==> src/rtl/mmd_pkg.sv <==
// Package of address map constants and types for the memory map decoder
package mmd_pkg;
    // -------------------------------------------------------------------------
    // Address map
    // -------------------------------------------------------------------------
    localparam logic [31:0] SDRAM_BASE = 32'h0000_0000;
    localparam logic [31:0] SDRAM_MAX_END = 32'h0800_0000;     // 128M byte ceiling
    localparam logic [31:0] SDRAM_MIN_SIZE = 32'h0100_0000;    // 16M byte floor
    localparam logic [31:0] ASYNC_BASE = 32'h2000_0000;
    localparam logic [31:0] ASYNC_BANK_SIZE = 32'h0010_0000;   // 1M byte per bank
    localparam logic [31:0] ASYNC_END = 32'h2040_0000;
    localparam logic [31:0] EXT_MAX_BYTES = 32'h0840_0000;     // 132M bytes off chip
    localparam logic [31:0] DATA_A_BASE = 32'hff80_0000;
    localparam logic [31:0] DATA_B_BASE = 32'hff90_0000;
    localparam logic [31:0] DATA_BANK_MAX = 32'h0000_8000;     // 32K byte per bank
    localparam logic [31:0] INSTR_BASE = 32'hffa0_0000;
    localparam logic [31:0] INSTR_MAX = 32'h0001_4000;         // 80K bytes
    localparam logic [31:0] INSTR_CACHE_BASE = 32'hffa1_0000;  // 16K byte cacheable part
    localparam logic [31:0] INSTR_CACHE_END = 32'hffa1_4000;
    localparam logic [31:0] SCRATCH_BASE = 32'hffb0_0000;
    localparam logic [31:0] SCRATCH_END = 32'hffb0_1000;       // 4K bytes
    localparam logic [31:0] SYS_REG_BASE = 32'hffc0_0000;
    localparam logic [31:0] CORE_REG_BASE = 32'hffe0_0000;
    localparam logic [31:0] BOOT_ROM_BASE = 32'hef00_0000;
    localparam logic [31:0] BOOT_ROM_END = 32'hef00_0800;
    localparam logic [31:0] RESET_FETCH_ADDR = 32'hffa0_0000;
    localparam int EXT_WORD_SHIFT = 1;                         // Byte line never driven

    // -------------------------------------------------------------------------
    // Targets, one-hot
    // -------------------------------------------------------------------------
    typedef enum logic [10:0] {
        TGT_NONE    = 11'h001,
        TGT_INSTR   = 11'h002,
        TGT_DATA_A  = 11'h004,
        TGT_DATA_B  = 11'h008,
        TGT_SCRATCH = 11'h010,
        TGT_CORE    = 11'h020,
        TGT_SYS     = 11'h040,
        TGT_SDRAM   = 11'h080,
        TGT_ASYNC   = 11'h100,
        TGT_BOOT    = 11'h200,
        TGT_ERR     = 11'h400
    } mmd_target_t;
endpackage : mmd_pkg

==> src/rtl/mmd_row_tracker.sv <==
// Open-row tracker for the SDRAM region: one open row per internal bank
`timescale 1ns/1ps
module mmd_row_tracker (
    input wire logic mclk_in,
    input wire logic rst_b_in,
    input wire logic access_in,
    input wire logic [1:0] bank_in,
    input wire logic [12:0] row_in,
    output logic row_hit_out,
    output logic [3:0] bank_open_out
);
    // -------------------------------------------------------------------------
    // Per-bank state
    // -------------------------------------------------------------------------
    logic [3:0] open_reg;
    logic [3:0] open_next;
    logic [12:0] row_reg [4];
    logic [12:0] row_next [4];
    logic [3:0] hit_vec;

    // One entry per bank; an access replaces whatever row was open there
    genvar gi;
    generate
        for (gi = 0; gi < 4; gi++) begin : g_bank
            assign hit_vec[gi] = open_reg[gi] && (row_reg[gi] == row_in);
            always_comb begin
                open_next[gi] = open_reg[gi];
                row_next[gi] = row_reg[gi];
                if (access_in && (bank_in == 2'(gi))) begin
                    open_next[gi] = 1'b1;
                    row_next[gi] = row_in;
                end
            end
            always_ff @(posedge mclk_in or negedge rst_b_in) begin
                if (!rst_b_in) begin
                    open_reg[gi] <= 1'b0;
                    row_reg[gi] <= 13'h0000;
                end else begin
                    open_reg[gi] <= open_next[gi];
                    row_reg[gi] <= row_next[gi];
                end
            end
        end
    endgenerate

    assign row_hit_out = hit_vec[bank_in];
    assign bank_open_out = open_reg;

    AST_ONE_ROW_PER_BANK: assert property (@(posedge mclk_in) disable iff (!rst_b_in)
        access_in |=> open_reg[$past(bank_in)] && row_reg[$past(bank_in)] == $past(row_in))
        else $error("Bank did not record the newly opened row");
endmodule : mmd_row_tracker

==> src/rtl/mmd_memory_map_decoder.sv <==
// Top of the memory map decoder: registered routing of core and DMA accesses
// Behaviour
// - Every address is 32 bits in one flat 4G space with disjoint sections.
// - Off-chip accesses go to the external bus unit, at most 132M bytes.
// - Instruction memory up to 80K; a 16K part may act as cache.
// - Data memory is up to two 32K banks, each cache or SRAM.
// - The 4K scratchpad is data SRAM only, never cache nor fetch target.
// - External bus is 16 bits; lowest address line selects 16-bit words.
// - SDRAM keeps at most one open row per bank, four banks tracked.
// - SDRAM decodes from zero, size 16M to 128M; above it reserved.
// - Four async banks each decode a fixed 1M segment from the base.
// - Core registers at the upper 2M block, system registers below it.
// - No separate I/O space; registers reached by ordinary loads and stores.
// - Register blocks only for supervisor core; DMA sees them as unmapped.
// - With boot-from-ROM, the first fetch after reset targets boot ROM if the strap has settled by then.
`timescale 1ns/1ps
module mmd_memory_map_decoder (
    input wire logic mclk_in,
    input wire logic rst_b_in,
    input wire logic req_valid_in,
    input wire logic [31:0] req_addr_in,
    input wire logic req_write_in,
    input wire logic req_fetch_in,
    input wire logic req_from_dma_in,
    input wire logic req_supervisor_in,
    input wire logic boot_from_rom_in,
    input wire logic [2:0] sdram_size_sel_in,
    input wire logic instr_cache_en_in,
    input wire logic data_a_cache_en_in,
    input wire logic data_b_cache_en_in,
    output logic [10:0] target_sel_out,
    output logic instr_sel_out,
    output logic instr_cache_hit_path_out,
    output logic data_a_sel_out,
    output logic data_b_sel_out,
    output logic data_cache_path_out,
    output logic scratch_sel_out,
    output logic core_reg_sel_out,
    output logic sys_reg_sel_out,
    output logic boot_rom_sel_out,
    output logic ext_sel_out,
    output logic sdram_sel_out,
    output logic [3:0] async_bank_sel_out,
    output logic [25:0] ext_word_addr_out,
    output logic ext_low_byte_only_out,
    output logic sdram_row_hit_out,
    output logic [3:0] sdram_bank_open_out,
    output logic [31:0] reset_fetch_addr_out,
    output logic access_error_out,
    output logic resp_valid_out
);
    // -------------------------------------------------------------------------
    // Address decode
    // -------------------------------------------------------------------------
    logic [31:0] sdram_end;
    logic in_sdram;
    logic in_sdram_hole;
    logic in_async;
    logic in_data_a;
    logic in_data_b;
    logic in_instr;
    logic in_scratch;
    logic in_sys;
    logic in_core;
    logic in_boot;
    logic reg_blocked;
    mmd_pkg::mmd_target_t tgt;
    logic boot_pending_reg;
    logic boot_pending_next;

    // Size select counts 16M steps; anything past eight steps clamps at 128M
    always_comb begin
        sdram_end = mmd_pkg::SDRAM_MIN_SIZE * (32'(sdram_size_sel_in) + 32'h1);
        if (sdram_end > mmd_pkg::SDRAM_MAX_END) begin
            sdram_end = mmd_pkg::SDRAM_MAX_END;
        end
    end

    // Full 32-bit compares: sections never overlap, so at most one is true
    assign in_sdram = req_addr_in < sdram_end;
    assign in_sdram_hole = (req_addr_in >= sdram_end) && (req_addr_in < mmd_pkg::ASYNC_BASE);
    assign in_async = (req_addr_in >= mmd_pkg::ASYNC_BASE) && (req_addr_in < mmd_pkg::ASYNC_END);
    assign in_data_a = (req_addr_in >= mmd_pkg::DATA_A_BASE)
        && (req_addr_in < mmd_pkg::DATA_A_BASE + mmd_pkg::DATA_BANK_MAX);
    assign in_data_b = (req_addr_in >= mmd_pkg::DATA_B_BASE)
        && (req_addr_in < mmd_pkg::DATA_B_BASE + mmd_pkg::DATA_BANK_MAX);
    assign in_instr = (req_addr_in >= mmd_pkg::INSTR_BASE)
        && (req_addr_in < mmd_pkg::INSTR_BASE + mmd_pkg::INSTR_MAX);
    assign in_scratch = (req_addr_in >= mmd_pkg::SCRATCH_BASE) && (req_addr_in < mmd_pkg::SCRATCH_END);
    assign in_sys = (req_addr_in >= mmd_pkg::SYS_REG_BASE) && (req_addr_in < mmd_pkg::CORE_REG_BASE);
    assign in_core = req_addr_in >= mmd_pkg::CORE_REG_BASE;
    assign in_boot = (req_addr_in >= mmd_pkg::BOOT_ROM_BASE) && (req_addr_in < mmd_pkg::BOOT_ROM_END);
    // DMA or user mode never reaches the register blocks
    assign reg_blocked = req_from_dma_in || !req_supervisor_in;

    // Target choice; registers are plain loads and stores, no I/O cycle kind
    always_comb begin
        tgt = mmd_pkg::TGT_ERR;
        if (!req_valid_in) begin
            tgt = mmd_pkg::TGT_NONE;
        end else if (in_sdram) begin
            tgt = mmd_pkg::TGT_SDRAM;
        end else if (in_async) begin
            tgt = mmd_pkg::TGT_ASYNC;
        end else if (in_instr) begin
            tgt = mmd_pkg::TGT_INSTR;
        end else if (in_data_a && !req_fetch_in) begin
            tgt = mmd_pkg::TGT_DATA_A;
        end else if (in_data_b && !req_fetch_in) begin
            tgt = mmd_pkg::TGT_DATA_B;
        end else if (in_scratch && !req_fetch_in) begin
            tgt = mmd_pkg::TGT_SCRATCH;
        end else if ((in_core || in_sys) && !reg_blocked) begin
            tgt = in_core ? mmd_pkg::TGT_CORE : mmd_pkg::TGT_SYS;
        end else if (in_boot && !req_write_in) begin
            tgt = mmd_pkg::TGT_BOOT;
        end
    end

    // -------------------------------------------------------------------------
    // Boot strap synchroniser
    // -------------------------------------------------------------------------
    logic [2:0] strap_sync_reg;
    logic [2:0] strap_sync_next;
    logic strap_reg;
    logic strap_next;

    // The strap is a pin: three stages, and a change counts once stages two and three agree
    always_comb begin
        strap_sync_next = {strap_sync_reg[1:0], boot_from_rom_in};
        strap_next = strap_reg;
        if (strap_sync_reg[1] == strap_sync_reg[2]) begin
            strap_next = strap_sync_reg[2];
        end
    end

    always_ff @(posedge mclk_in or negedge rst_b_in) begin
        if (!rst_b_in) begin
            strap_sync_reg <= 3'h0;
            strap_reg <= 1'b0;
        end else begin
            strap_sync_reg <= strap_sync_next;
            strap_reg <= strap_next;
        end
    end

    // -------------------------------------------------------------------------
    // Boot vector
    // -------------------------------------------------------------------------
    // Cleared by the first fetch; a fetch taken before the strap settles boots normally
    always_comb begin
        boot_pending_next = boot_pending_reg;
        if (req_valid_in && req_fetch_in) begin
            boot_pending_next = 1'b0;
        end
    end

    always_ff @(posedge mclk_in or negedge rst_b_in) begin
        if (!rst_b_in) begin
            boot_pending_reg <= 1'b1;
        end else begin
            boot_pending_reg <= boot_pending_next;
        end
    end

    // -------------------------------------------------------------------------
    // Registered answer
    // -------------------------------------------------------------------------
    logic [10:0] tgt_reg;
    logic [10:0] tgt_next;
    logic [25:0] ext_addr_reg;
    logic [25:0] ext_addr_next;
    logic [31:0] vec_reg;
    logic [31:0] vec_next;
    logic icache_reg;
    logic icache_next;
    logic dcache_reg;
    logic dcache_next;
    logic [3:0] bank_reg;
    logic [3:0] bank_next;

    always_comb begin
        tgt_next = tgt;
        ext_addr_next = ext_addr_reg;
        bank_next = 4'h0;
        // Idle cycles show no cache path, so a stale address cannot light it
        icache_next = req_valid_in && in_instr && instr_cache_en_in && (req_addr_in >= mmd_pkg::INSTR_CACHE_BASE)
            && (req_addr_in < mmd_pkg::INSTR_CACHE_END);
        dcache_next = req_valid_in && ((in_data_a && data_a_cache_en_in) || (in_data_b && data_b_cache_en_in));
        vec_next = strap_reg ? mmd_pkg::BOOT_ROM_BASE : mmd_pkg::RESET_FETCH_ADDR;
        // First fetch after reset is forced to boot ROM when strapped
        if (req_valid_in && req_fetch_in && boot_pending_reg && strap_reg) begin
            tgt_next = mmd_pkg::TGT_BOOT;
        end
        if (tgt == mmd_pkg::TGT_SDRAM || tgt == mmd_pkg::TGT_ASYNC) begin
            // Word address only: bit 0 never leaves the chip
            ext_addr_next = req_addr_in[26:mmd_pkg::EXT_WORD_SHIFT];
        end
        if (tgt == mmd_pkg::TGT_ASYNC) begin
            bank_next = 4'h1 << req_addr_in[21:20];
        end
    end

    always_ff @(posedge mclk_in or negedge rst_b_in) begin
        if (!rst_b_in) begin
            tgt_reg <= mmd_pkg::TGT_NONE;
            ext_addr_reg <= 26'h0000000;
            vec_reg <= mmd_pkg::RESET_FETCH_ADDR;
            icache_reg <= 1'b0;
            dcache_reg <= 1'b0;
            bank_reg <= 4'h0;
        end else begin
            tgt_reg <= tgt_next;
            ext_addr_reg <= ext_addr_next;
            vec_reg <= vec_next;
            icache_reg <= icache_next;
            dcache_reg <= dcache_next;
            bank_reg <= bank_next;
        end
    end

    // SDRAM open-row bookkeeping on each routed SDRAM access
    mmd_row_tracker u_rows (
        .mclk_in(mclk_in),
        .rst_b_in(rst_b_in),
        .access_in(tgt == mmd_pkg::TGT_SDRAM),
        .bank_in(req_addr_in[26:25]),
        .row_in(req_addr_in[24:12]),
        .row_hit_out(sdram_row_hit_out),
        .bank_open_out(sdram_bank_open_out)
    );

    // Select outputs come straight from the registered target; async bank selects come from bank_reg
    assign target_sel_out = tgt_reg;
    assign instr_sel_out = tgt_reg[1];
    assign data_a_sel_out = tgt_reg[2];
    assign data_b_sel_out = tgt_reg[3];
    assign scratch_sel_out = tgt_reg[4];
    assign core_reg_sel_out = tgt_reg[5];
    assign sys_reg_sel_out = tgt_reg[6];
    assign sdram_sel_out = tgt_reg[7];
    assign boot_rom_sel_out = tgt_reg[9];
    assign access_error_out = tgt_reg[10];
    assign ext_sel_out = tgt_reg[7] | tgt_reg[8];
    assign async_bank_sel_out = bank_reg;
    assign ext_word_addr_out = ext_addr_reg;
    // Narrow parts use the low lane; a 16-bit bus never splits a word
    assign ext_low_byte_only_out = 1'b1;
    assign instr_cache_hit_path_out = icache_reg;
    assign data_cache_path_out = dcache_reg;
    assign reset_fetch_addr_out = vec_reg;
    assign resp_valid_out = !tgt_reg[0];

    // -------------------------------------------------------------------------
    // Checks
    // -------------------------------------------------------------------------
    AST_DMA_NO_REGS: assert property (@(posedge mclk_in) disable iff (!rst_b_in)
        req_valid_in && req_from_dma_in && req_addr_in >= mmd_pkg::SYS_REG_BASE
        |=> access_error_out && !core_reg_sel_out && !sys_reg_sel_out)
        else $error("DMA reached a register block");
    AST_SCRATCH_NO_FETCH: assert property (@(posedge mclk_in) disable iff (!rst_b_in)
        req_valid_in && req_fetch_in && in_scratch |=> !scratch_sel_out)
        else $error("Fetch routed to scratchpad");
    AST_ASYNC_BANK: assert property (@(posedge mclk_in) disable iff (!rst_b_in)
        req_valid_in && in_async && !req_fetch_in |=> async_bank_sel_out == (4'h1 << $past(req_addr_in[21:20])))
        else $error("Wrong async bank");
    AST_SDRAM_HOLE: assert property (@(posedge mclk_in) disable iff (!rst_b_in)
        req_valid_in && in_sdram_hole && !(req_fetch_in && boot_pending_reg && strap_reg)
        |=> access_error_out && !ext_sel_out)
        else $error("Reserved SDRAM space not refused");
    AST_WORD_ADDR: assert property (@(posedge mclk_in) disable iff (!rst_b_in)
        req_valid_in && in_sdram |=> ext_word_addr_out == $past(req_addr_in[26:1]))
        else $error("External word address wrong");
    AST_ONEHOT: assert property (@(posedge mclk_in) disable iff (!rst_b_in)
        $onehot(target_sel_out))
        else $error("Target select not one-hot");
    AST_SUP_CORE: assert property (@(posedge mclk_in) disable iff (!rst_b_in)
        req_valid_in && in_core && req_supervisor_in && !req_from_dma_in && !req_fetch_in
        ##1 1'b1 |-> core_reg_sel_out && resp_valid_out)
        else $error("Core register block not selected");
    AST_BOOT_FIRST: assert property (@(posedge mclk_in) disable iff (!rst_b_in)
        req_valid_in && req_fetch_in && boot_pending_reg && strap_reg |=> boot_rom_sel_out ##1 !boot_pending_reg)
        else $error("First fetch missed boot ROM");
    COV_SDRAM: cover property (@(posedge mclk_in) disable iff (!rst_b_in) sdram_sel_out);
    COV_ERR: cover property (@(posedge mclk_in) disable iff (!rst_b_in) access_error_out);
    COV_BOOT: cover property (@(posedge mclk_in) disable iff (!rst_b_in) boot_rom_sel_out);
endmodule : mmd_memory_map_decoder

==> config.mk <==
export PLATFORM = sky130hd
export DESIGN_NAME = mmd_memory_map_decoder
export DESIGN_NICKNAME = d
export VERILOG_FILES = /design/src/rtl/mmd_pkg.sv /design/src/rtl/mmd_row_tracker.sv /design/src/rtl/mmd_memory_map_decoder.sv
export SDC_FILE = /design/constraint.sdc
export NUM_CORES = 1
export LEC_CHECK = 0
export BUFFER_PORTS_ARGS = -buffer_cell sky130_fd_sc_hd__buf_4
export CAP_MARGIN = 20
export CORE_ASPECT_RATIO = 0.8
export CORE_MARGIN = 1
export CORE_UTILIZATION = 50
export DETAILED_ROUTE_END_ITERATION = 8
export PLACE_DENSITY = 0.76
export SLEW_MARGIN = 20
export SYNTH_ARGS = -nofsm -noshare
export SYNTH_HDL_FRONTEND = slang
export SYNTH_SLANG_ARGS = --single-unit
==> constraint.sdc <==
create_clock -name mclk_in -period 1.8 [get_ports mclk_in]
set_input_delay 0.36 -clock mclk_in [delete_from_list [all_inputs] [get_ports mclk_in]]
set_output_delay 0.36 -clock mclk_in [all_outputs]
set_load 0.1 [all_outputs]
# Yosys cells after proc, flatten, opt, wreduce, memory -nomap -nowiden

Cells that the tools add are included.

Register bits after elaboration: 134
Logic and storage cells: 105

$add $sub $neg: 1
Order comparisons: 19
Equality and inequality tests: 10
Shift operators: 1
Multiplexer cells: 16
Bitwise operators: 1
Reduce and logical (&&, ||, !) cells: 40

Operators with widths:

| operator                                                                 | number |
|---|---|
| 32-bit >= comparator (second input constant)                             | 8 |
| 32-bit < comparator (second input constant)                              | 6 |
| 11-bit two-way mux                                                       | 10 |
| 13-bit equality test                                                     | 4 |
| 32-bit by 30-bit >= comparator with 1-bit output (second input constant) | 1 |
| 32-bit by 30-bit < comparator with 1-bit output (second input constant)  | 1 |
| 32-bit < comparator                                                      | 1 |
| 1-bit logical AND                                                        | 30 |
| 29-bit two-way mux                                                       | 1 |
| 28-bit greater-than comparator (second input constant)                   | 1 |
| 28-bit two-way mux                                                       | 1 |
| 11-bit by 8-bit equality test with 1-bit output (second input constant)  | 1 |
| 11-bit by 9-bit equality test with 1-bit output (second input constant)  | 1 |
| 7-bit two-way mux                                                        | 1 |
| 1-bit zero test                                                          | 5 |
| 3-bit by 1-bit adder with 4-bit output (second input constant)           | 1 |
| 2-bit equality test (second input constant)                              | 2 |
| 1-bit logical OR                                                         | 4 |
| 4-bit two-way mux                                                        | 1 |
| 1-bit by 2-bit left shift with 4-bit output (first input constant)       | 1 |
| 2-bit by 3-bit < comparator with 1-bit output (second input constant)    | 1 |
| 1-bit binary-select mux with 2-bit select                                | 1 |
| 2-bit by 1-bit equality test with 1-bit output (second input constant)   | 1 |
| 2-bit zero test                                                          | 1 |
| 3 further kinds                                                          | 3 |

# Logic depth before layout (Yosys ltp)

Depth in word-level cells: 14
Mapped depth: 10

# Hierarchy

From an unflattened synthesis, not the netlist that was laid out.

Cells, all modules: 417
Area total of the unflattened synthesis: 5,158.7 µm²

Modules (own cells, without submodules):

| module                 | times used | cells an instance | area an instance (µm²) | seq. area each (µm²) |
|---|---|---|---|---|
| mmd_row_tracker        | 1          | 208               | 2,765.2                | 1,401.3 |
| mmd_memory_map_decoder | 1          | 209               | 2,393.5                | 1,229.9 |

# Worst setup path after synthesis

OpenSTA, ideal clock, no wires.

Path type: register to output
Start point: register u_rows.open_reg[2], in the netlist u_rows.bank_open_out[2]
End point: output port sdram_row_hit_out
Data arrival time: 1.978 ns
Data required time: 1.440 ns
Slack: -0.538 ns
Cell stages (with the launch flop): 4
Buffers on the path: 0
Cells stage by stage: dfrtp_1 -> nand4b_1 -> nor4_1 -> or4_1

Word-level cells in the longest chain between the ends: 3

Ends and longest elaborated chain:

| what                                      | line                         | RTL |
|---|---|---|
| start, declared                           | mmd_row_tracker.sv:15        | `logic [3:0] open_reg;` |
| start signal, assigned by index           | mmd_row_tracker.sv:39        | `open_reg[gi] <= open_next[gi];` |
| 1-bit logical AND                         | mmd_row_tracker.sv:25        | `assign hit_vec[gi] = open_reg[gi] && (row_reg[gi] == row_in);` |
| 1-bit binary-select mux with 2-bit select | mmd_row_tracker.sv:46        | `assign row_hit_out = hit_vec[bank_in];` |
| 1-bit two-way mux (implied by the code)   | mmd_row_tracker.sv:46        |  |
| end, declared                             | mmd_memory_map_decoder.sv:46 | `output logic sdram_row_hit_out,` |

Every way passes these cells. The select of a mux whose other input is x is not followed.

# Worst setup path after layout

Start point: input port sdram_size_sel_in[1]
End point: register u_rows.row_reg[26] in the netlist's numbering

Word-level cells in the longest chain between the ends: 8

Ends and longest elaborated chain:

| what                                                | line                          | RTL |
|---|---|---|
| start, declared                                     | mmd_memory_map_decoder.sv:27  | `input wire logic [2:0] sdram_size_sel_in,` |
| 3-bit by 1-bit adder with 4-bit output (*)          | mmd_memory_map_decoder.sv:73  | `sdram_end = mmd_pkg::SDRAM_MIN_SIZE * (32'(sdram_size_sel_in) + 32'h1);` |
| 28-bit greater-than comparator                      | mmd_memory_map_decoder.sv:74  | `if (sdram_end > mmd_pkg::SDRAM_MAX_END) begin` |
| 28-bit two-way mux (*)                              | mmd_memory_map_decoder.sv:74  |  |
| 32-bit < comparator (*)                             | mmd_memory_map_decoder.sv:80  | `assign in_sdram = req_addr_in < sdram_end;` |
| 11-bit two-way mux (*)                              | mmd_memory_map_decoder.sv:101 | `end else if (in_sdram) begin` |
| 11-bit two-way mux (*)                              | mmd_memory_map_decoder.sv:99  | `if (!req_valid_in) begin` |
| 11-bit by 8-bit equality test with 1-bit output (*) | mmd_memory_map_decoder.sv:226 | `.access_in(tgt == mmd_pkg::TGT_SDRAM),` |
| 1-bit logical AND (*)                               | mmd_row_tracker.sv:29         | `if (access_in && (bank_in == 2'(gi))) begin` |
| end signal, assigned by index                       | mmd_row_tracker.sv:40         | `row_reg[gi] <= row_next[gi];` |
| end, declared                                       | mmd_row_tracker.sv:17         | `logic [12:0] row_reg [4];` |

Mark *: on every way between the ends. The rest lies on a longest branch, timed or not.
A chain may end at the register's enable or synchronous reset.

==> out/results.txt <==
The clock latency of the later-clocked register in the worst-skew pair was 350 ps. Critical-path maximum fanout: 7. During placement, the flow inserted port buffers numbering 106. For the number of search-and-repair iterations in the first detailed-routing pass, the log shows 4. The number of nets still failing antenna checks after routing came out at 0.

Dividing the detail-routed via count by the number of cells gives 5.327. The tightest min-delay check is of the primary input to flop type. The total placed instance area is 6659 µm². The run gives 637 as the final net count. The number of warnings issued by yosys came out at 0.

The delay of the slowest cell on the worst path was 300 ps; the initial cell density of the core was 0.5204. The source of the critical timing path was sdram_size_sel_in[1]. Final critical-path required period: 2223 ps. The number of H-tree branching levels is 3. Largest clock skew in the final design: 2.511 ps. The total wire length is 14,480 µm. TritonCTS built the clock tree.

The flow ran to the end, but the final reports show violations. The number of sinks on the clock net came out at 105. For this design, the slowest cell found on the critical path is mux2_4. After detailed routing, the average wire length per cell comes to 19.78 µm. The initial antenna violation count came out at 0. Buffers inserted during clock tree synthesis total 9. The register with the most flip-flops in the layout has 52 of them. In this run the critical register-to-register path is launched from strap_reg. For the worst-case vdd ir drop, the log shows 1.025 mV. The count of cells in the finished layout, fillers not included, comes to 732. The number of setup violations in the final report is 91. Setup repair after global routing could not meet its margin everywhere. In this run the core area contains 33 standard-cell rows. Static timing analysis puts the maximum clock frequency at 449.9 MHz.

Sort of element at the end of the critical path: a flop. In this run the mean area of a mapped cell was 12.92 µm². Summed over all layers, the global routing overflow is 0.

The area added between synthesis and finish was 39.00%; the die outline height was 95.08 µm. Max-cap check violation count: 0. The logs give 43 for the distinct cell type count after synthesis and 138 for the number of I/O pins. Overall power consumption after layout is estimated at 0.007873 W.

In this run the cell area of the synthesized design comes to 5415 µm². The flip-flop cell with the highest count after synthesis was dfrtp_1. The data required time at the worst endpoint was 2030 ps; the global router's overall resource usage was 0.2750. Portion of the post-synthesis area used by sequential elements: 0.4859. The clock edge transition at the registers on the reported setup and hold paths works out to 70 ps.

The proportion of layout cells with a drive suffix above 1 works out to 0.5541. In this run the most critical hold path is launched from boot_from_rom_in. Counting along the longest clock path gives a buffer depth of 2.

Arrival time reported for the critical path endpoint: 2450 ps. The number of antenna diodes in the final layout is 0. After floorplanning, the core was sized to cover 10,410 µm². The share of the cycle needed by the critical path after routing came out at 1.235. The number of enable flip-flop cells after synthesis came out at 0. In the final timing run, aggregate negative setup slack is -31,560 ps. The final reports fail on setup timing.

For the instance count of the mapped netlist, the log shows 419. Clock tree synthesis selected as its root buffer the cell clkbuf_16. For the number of fill cells, the log shows 665. Most repeated library cell on the critical path: buf_6.

The die is 118.4 µm wide. In the routed design, unresolved DRC markers number 0. The worst setup path is launched from a primary input. Leaving out fill and tap cells, the most frequent cells in the layout are buf_4, dfrtp_1, mux2_4, xnor2_1, conb_1. The run gives 337 as the initial DRC count. For the number of pins exceeding their max-slew limit in the final report, the log shows 0.

The tools report the static leakage power as 3.694 nW. Entering global routing, the biggest net connects 42 pins. The number of placed instances with taps included was 694; the via count of the first global-routing pass was 4,205. The wire length of the first global-routing pass came out at 23,040 µm.

The critical path goes through buf_8, ha_4, xor2_1, nand2_1, ha_1, o21ai_1, a21o_1, nand3_4, buf_6, nor3b_4, buf_6, buf_12, mux2_4. The power per cell area is 1046 nW/µm². Slack of the critical path: -422.6 ps. The die footprint is 11,250 µm², and the synthesis-stage register bit count is 105. The HPWL after detailed placement is 8918 µm. The setup path with the least slack is of type primary input to flop. The share of synthesized registers carrying an async set or reset was 1.000. Summing all non-filler instances in the final layout gives an area of 7527 µm². Routability-driven placement finished with a final weighted congestion of 0.9378. The logs give 3,899 for the via count and 0 for the final number of hold-violating endpoints. Leaving out fill and tap cells, the most frequent cell in the layout is buf_4.
## final timing paths
check / endpoint / slack, ps / cells after the start
max in group asynchronous: u_rows.row_reg[41] / 660 / 3
setup reg to reg: target_sel_out[10] / 500 / 3
setup / recovery: u_rows.row_reg[26] / -420 / 13
hold reg to reg: strap_sync_reg[1] / 360 / 0
min in group asynchronous: ext_word_addr_out[3] / 520 / 2
hold / removal: strap_sync_reg[0] / 130 / 1
## critical path, delay by kind of cell
family	cells	cell delay, ps
AOI/OAI and AO/OA	2	330
xor gates and xnor gates	1	140
adders and majority gates	2	420
buffers and inverters	4	520
muxes	1	300
and+or+nand+nor	3	380
## kinds of logic after synthesis
kind of cell	share of synthesized area
multiplexers	0.1800
AND/OR/NAND/NOR	0.1109
XOR/XNOR	0.08572
AO/OA/AOI/OAI	0.01179
flip-flops	0.4859
buffers and inverters	0.1132
other	0.001387
adder cells (fa/ha/maj)	0.01109
## area by class of cell
| type | count | area (µm²) | area share |
|---|---|---|---|
| Sequential cell | 105 | 2634 | 0.3499 |
| Multi-Input combinational cell | 269 | 2624 | 0.3486 |
| Timing Repair Buffer | 195 | 1728 | 0.2296 |
| Clock buffer | 12 | 266.5 | 0.03541 |
| Tap cell | 140 | 175.2 | 0.02327 |
| Clock inverter | 4 | 73.82 | 0.009807 |
| Inverter | 7 | 26.28 | 0.003491 |
## cells in the mapped netlist (4+ instances only)
master / number / share of area
buf_4: 47 / 0.065
buf_6: 16 / 0.033
dfrtp_1: 102 / 0.47
ha_1: 4 / 0.0092
inv_1: 7 / 0.0049
mux2_1: 9 / 0.019
mux2_2: 50 / 0.10
mux2_4: 20 / 0.055
nand2_1: 5 / 0.0035
nand3_1: 8 / 0.0074
nand4_1: 18 / 0.021
nor2_1: 16 / 0.011
nor3_1: 9 / 0.0083
nor4_1: 8 / 0.0092
o21ai_0: 5 / 0.0046
or2_2: 5 / 0.0058
xnor2_1: 52 / 0.084
## power by group
group / leakage (nW) / switching (W) / internal (W)
logic: 2.13 / 0.00198 / 0.000871
registers: 1.39 / 0.000198 / 0.00263
clock network: 0.169 / 0.000868 / 0.00133
total: 3.69 / 0.00304 / 0.00483
## metrics by stage
step | hold slack [ps] | utilization | setup WS (ps)
2_1_floorplan | 64.41 | - | -498.5
3_3_place_gp | 340.0 | 0.6400 | -664.7
3_5_place_dp | 344.1 | 0.6400 | -730.8
4_1_cts | 125.1 | 0.7210 | -425.8
5_1_grt | 120.0 | 0.7234 | -518.5
6_report | 131.5 | 0.7234 | -422.6
## layer usage
metal / global-route usage / up-vias / part of all wire
met5: 0 / - / 0
li1: - / 1707 / -
met2: 0.4824 / 168 / 0.50
met1: 0.3349 / 1990 / 0.42
met4: 0.1132 / 0 / 0.025
met3: 0.05801 / 34 / 0.060
## repair_timing
action | CTS | global route
hold endpoints to repair | 28 | 0
setup buffers | 18 | 4
hold buffers | 1 | 0
cloned | 6 | 1
setup endpoints to repair | 89 | 91
pin swaps | 22 | 25
gates resized for setup | 53 | 29
Note: power is estimated with default switching activity, not from simulation.
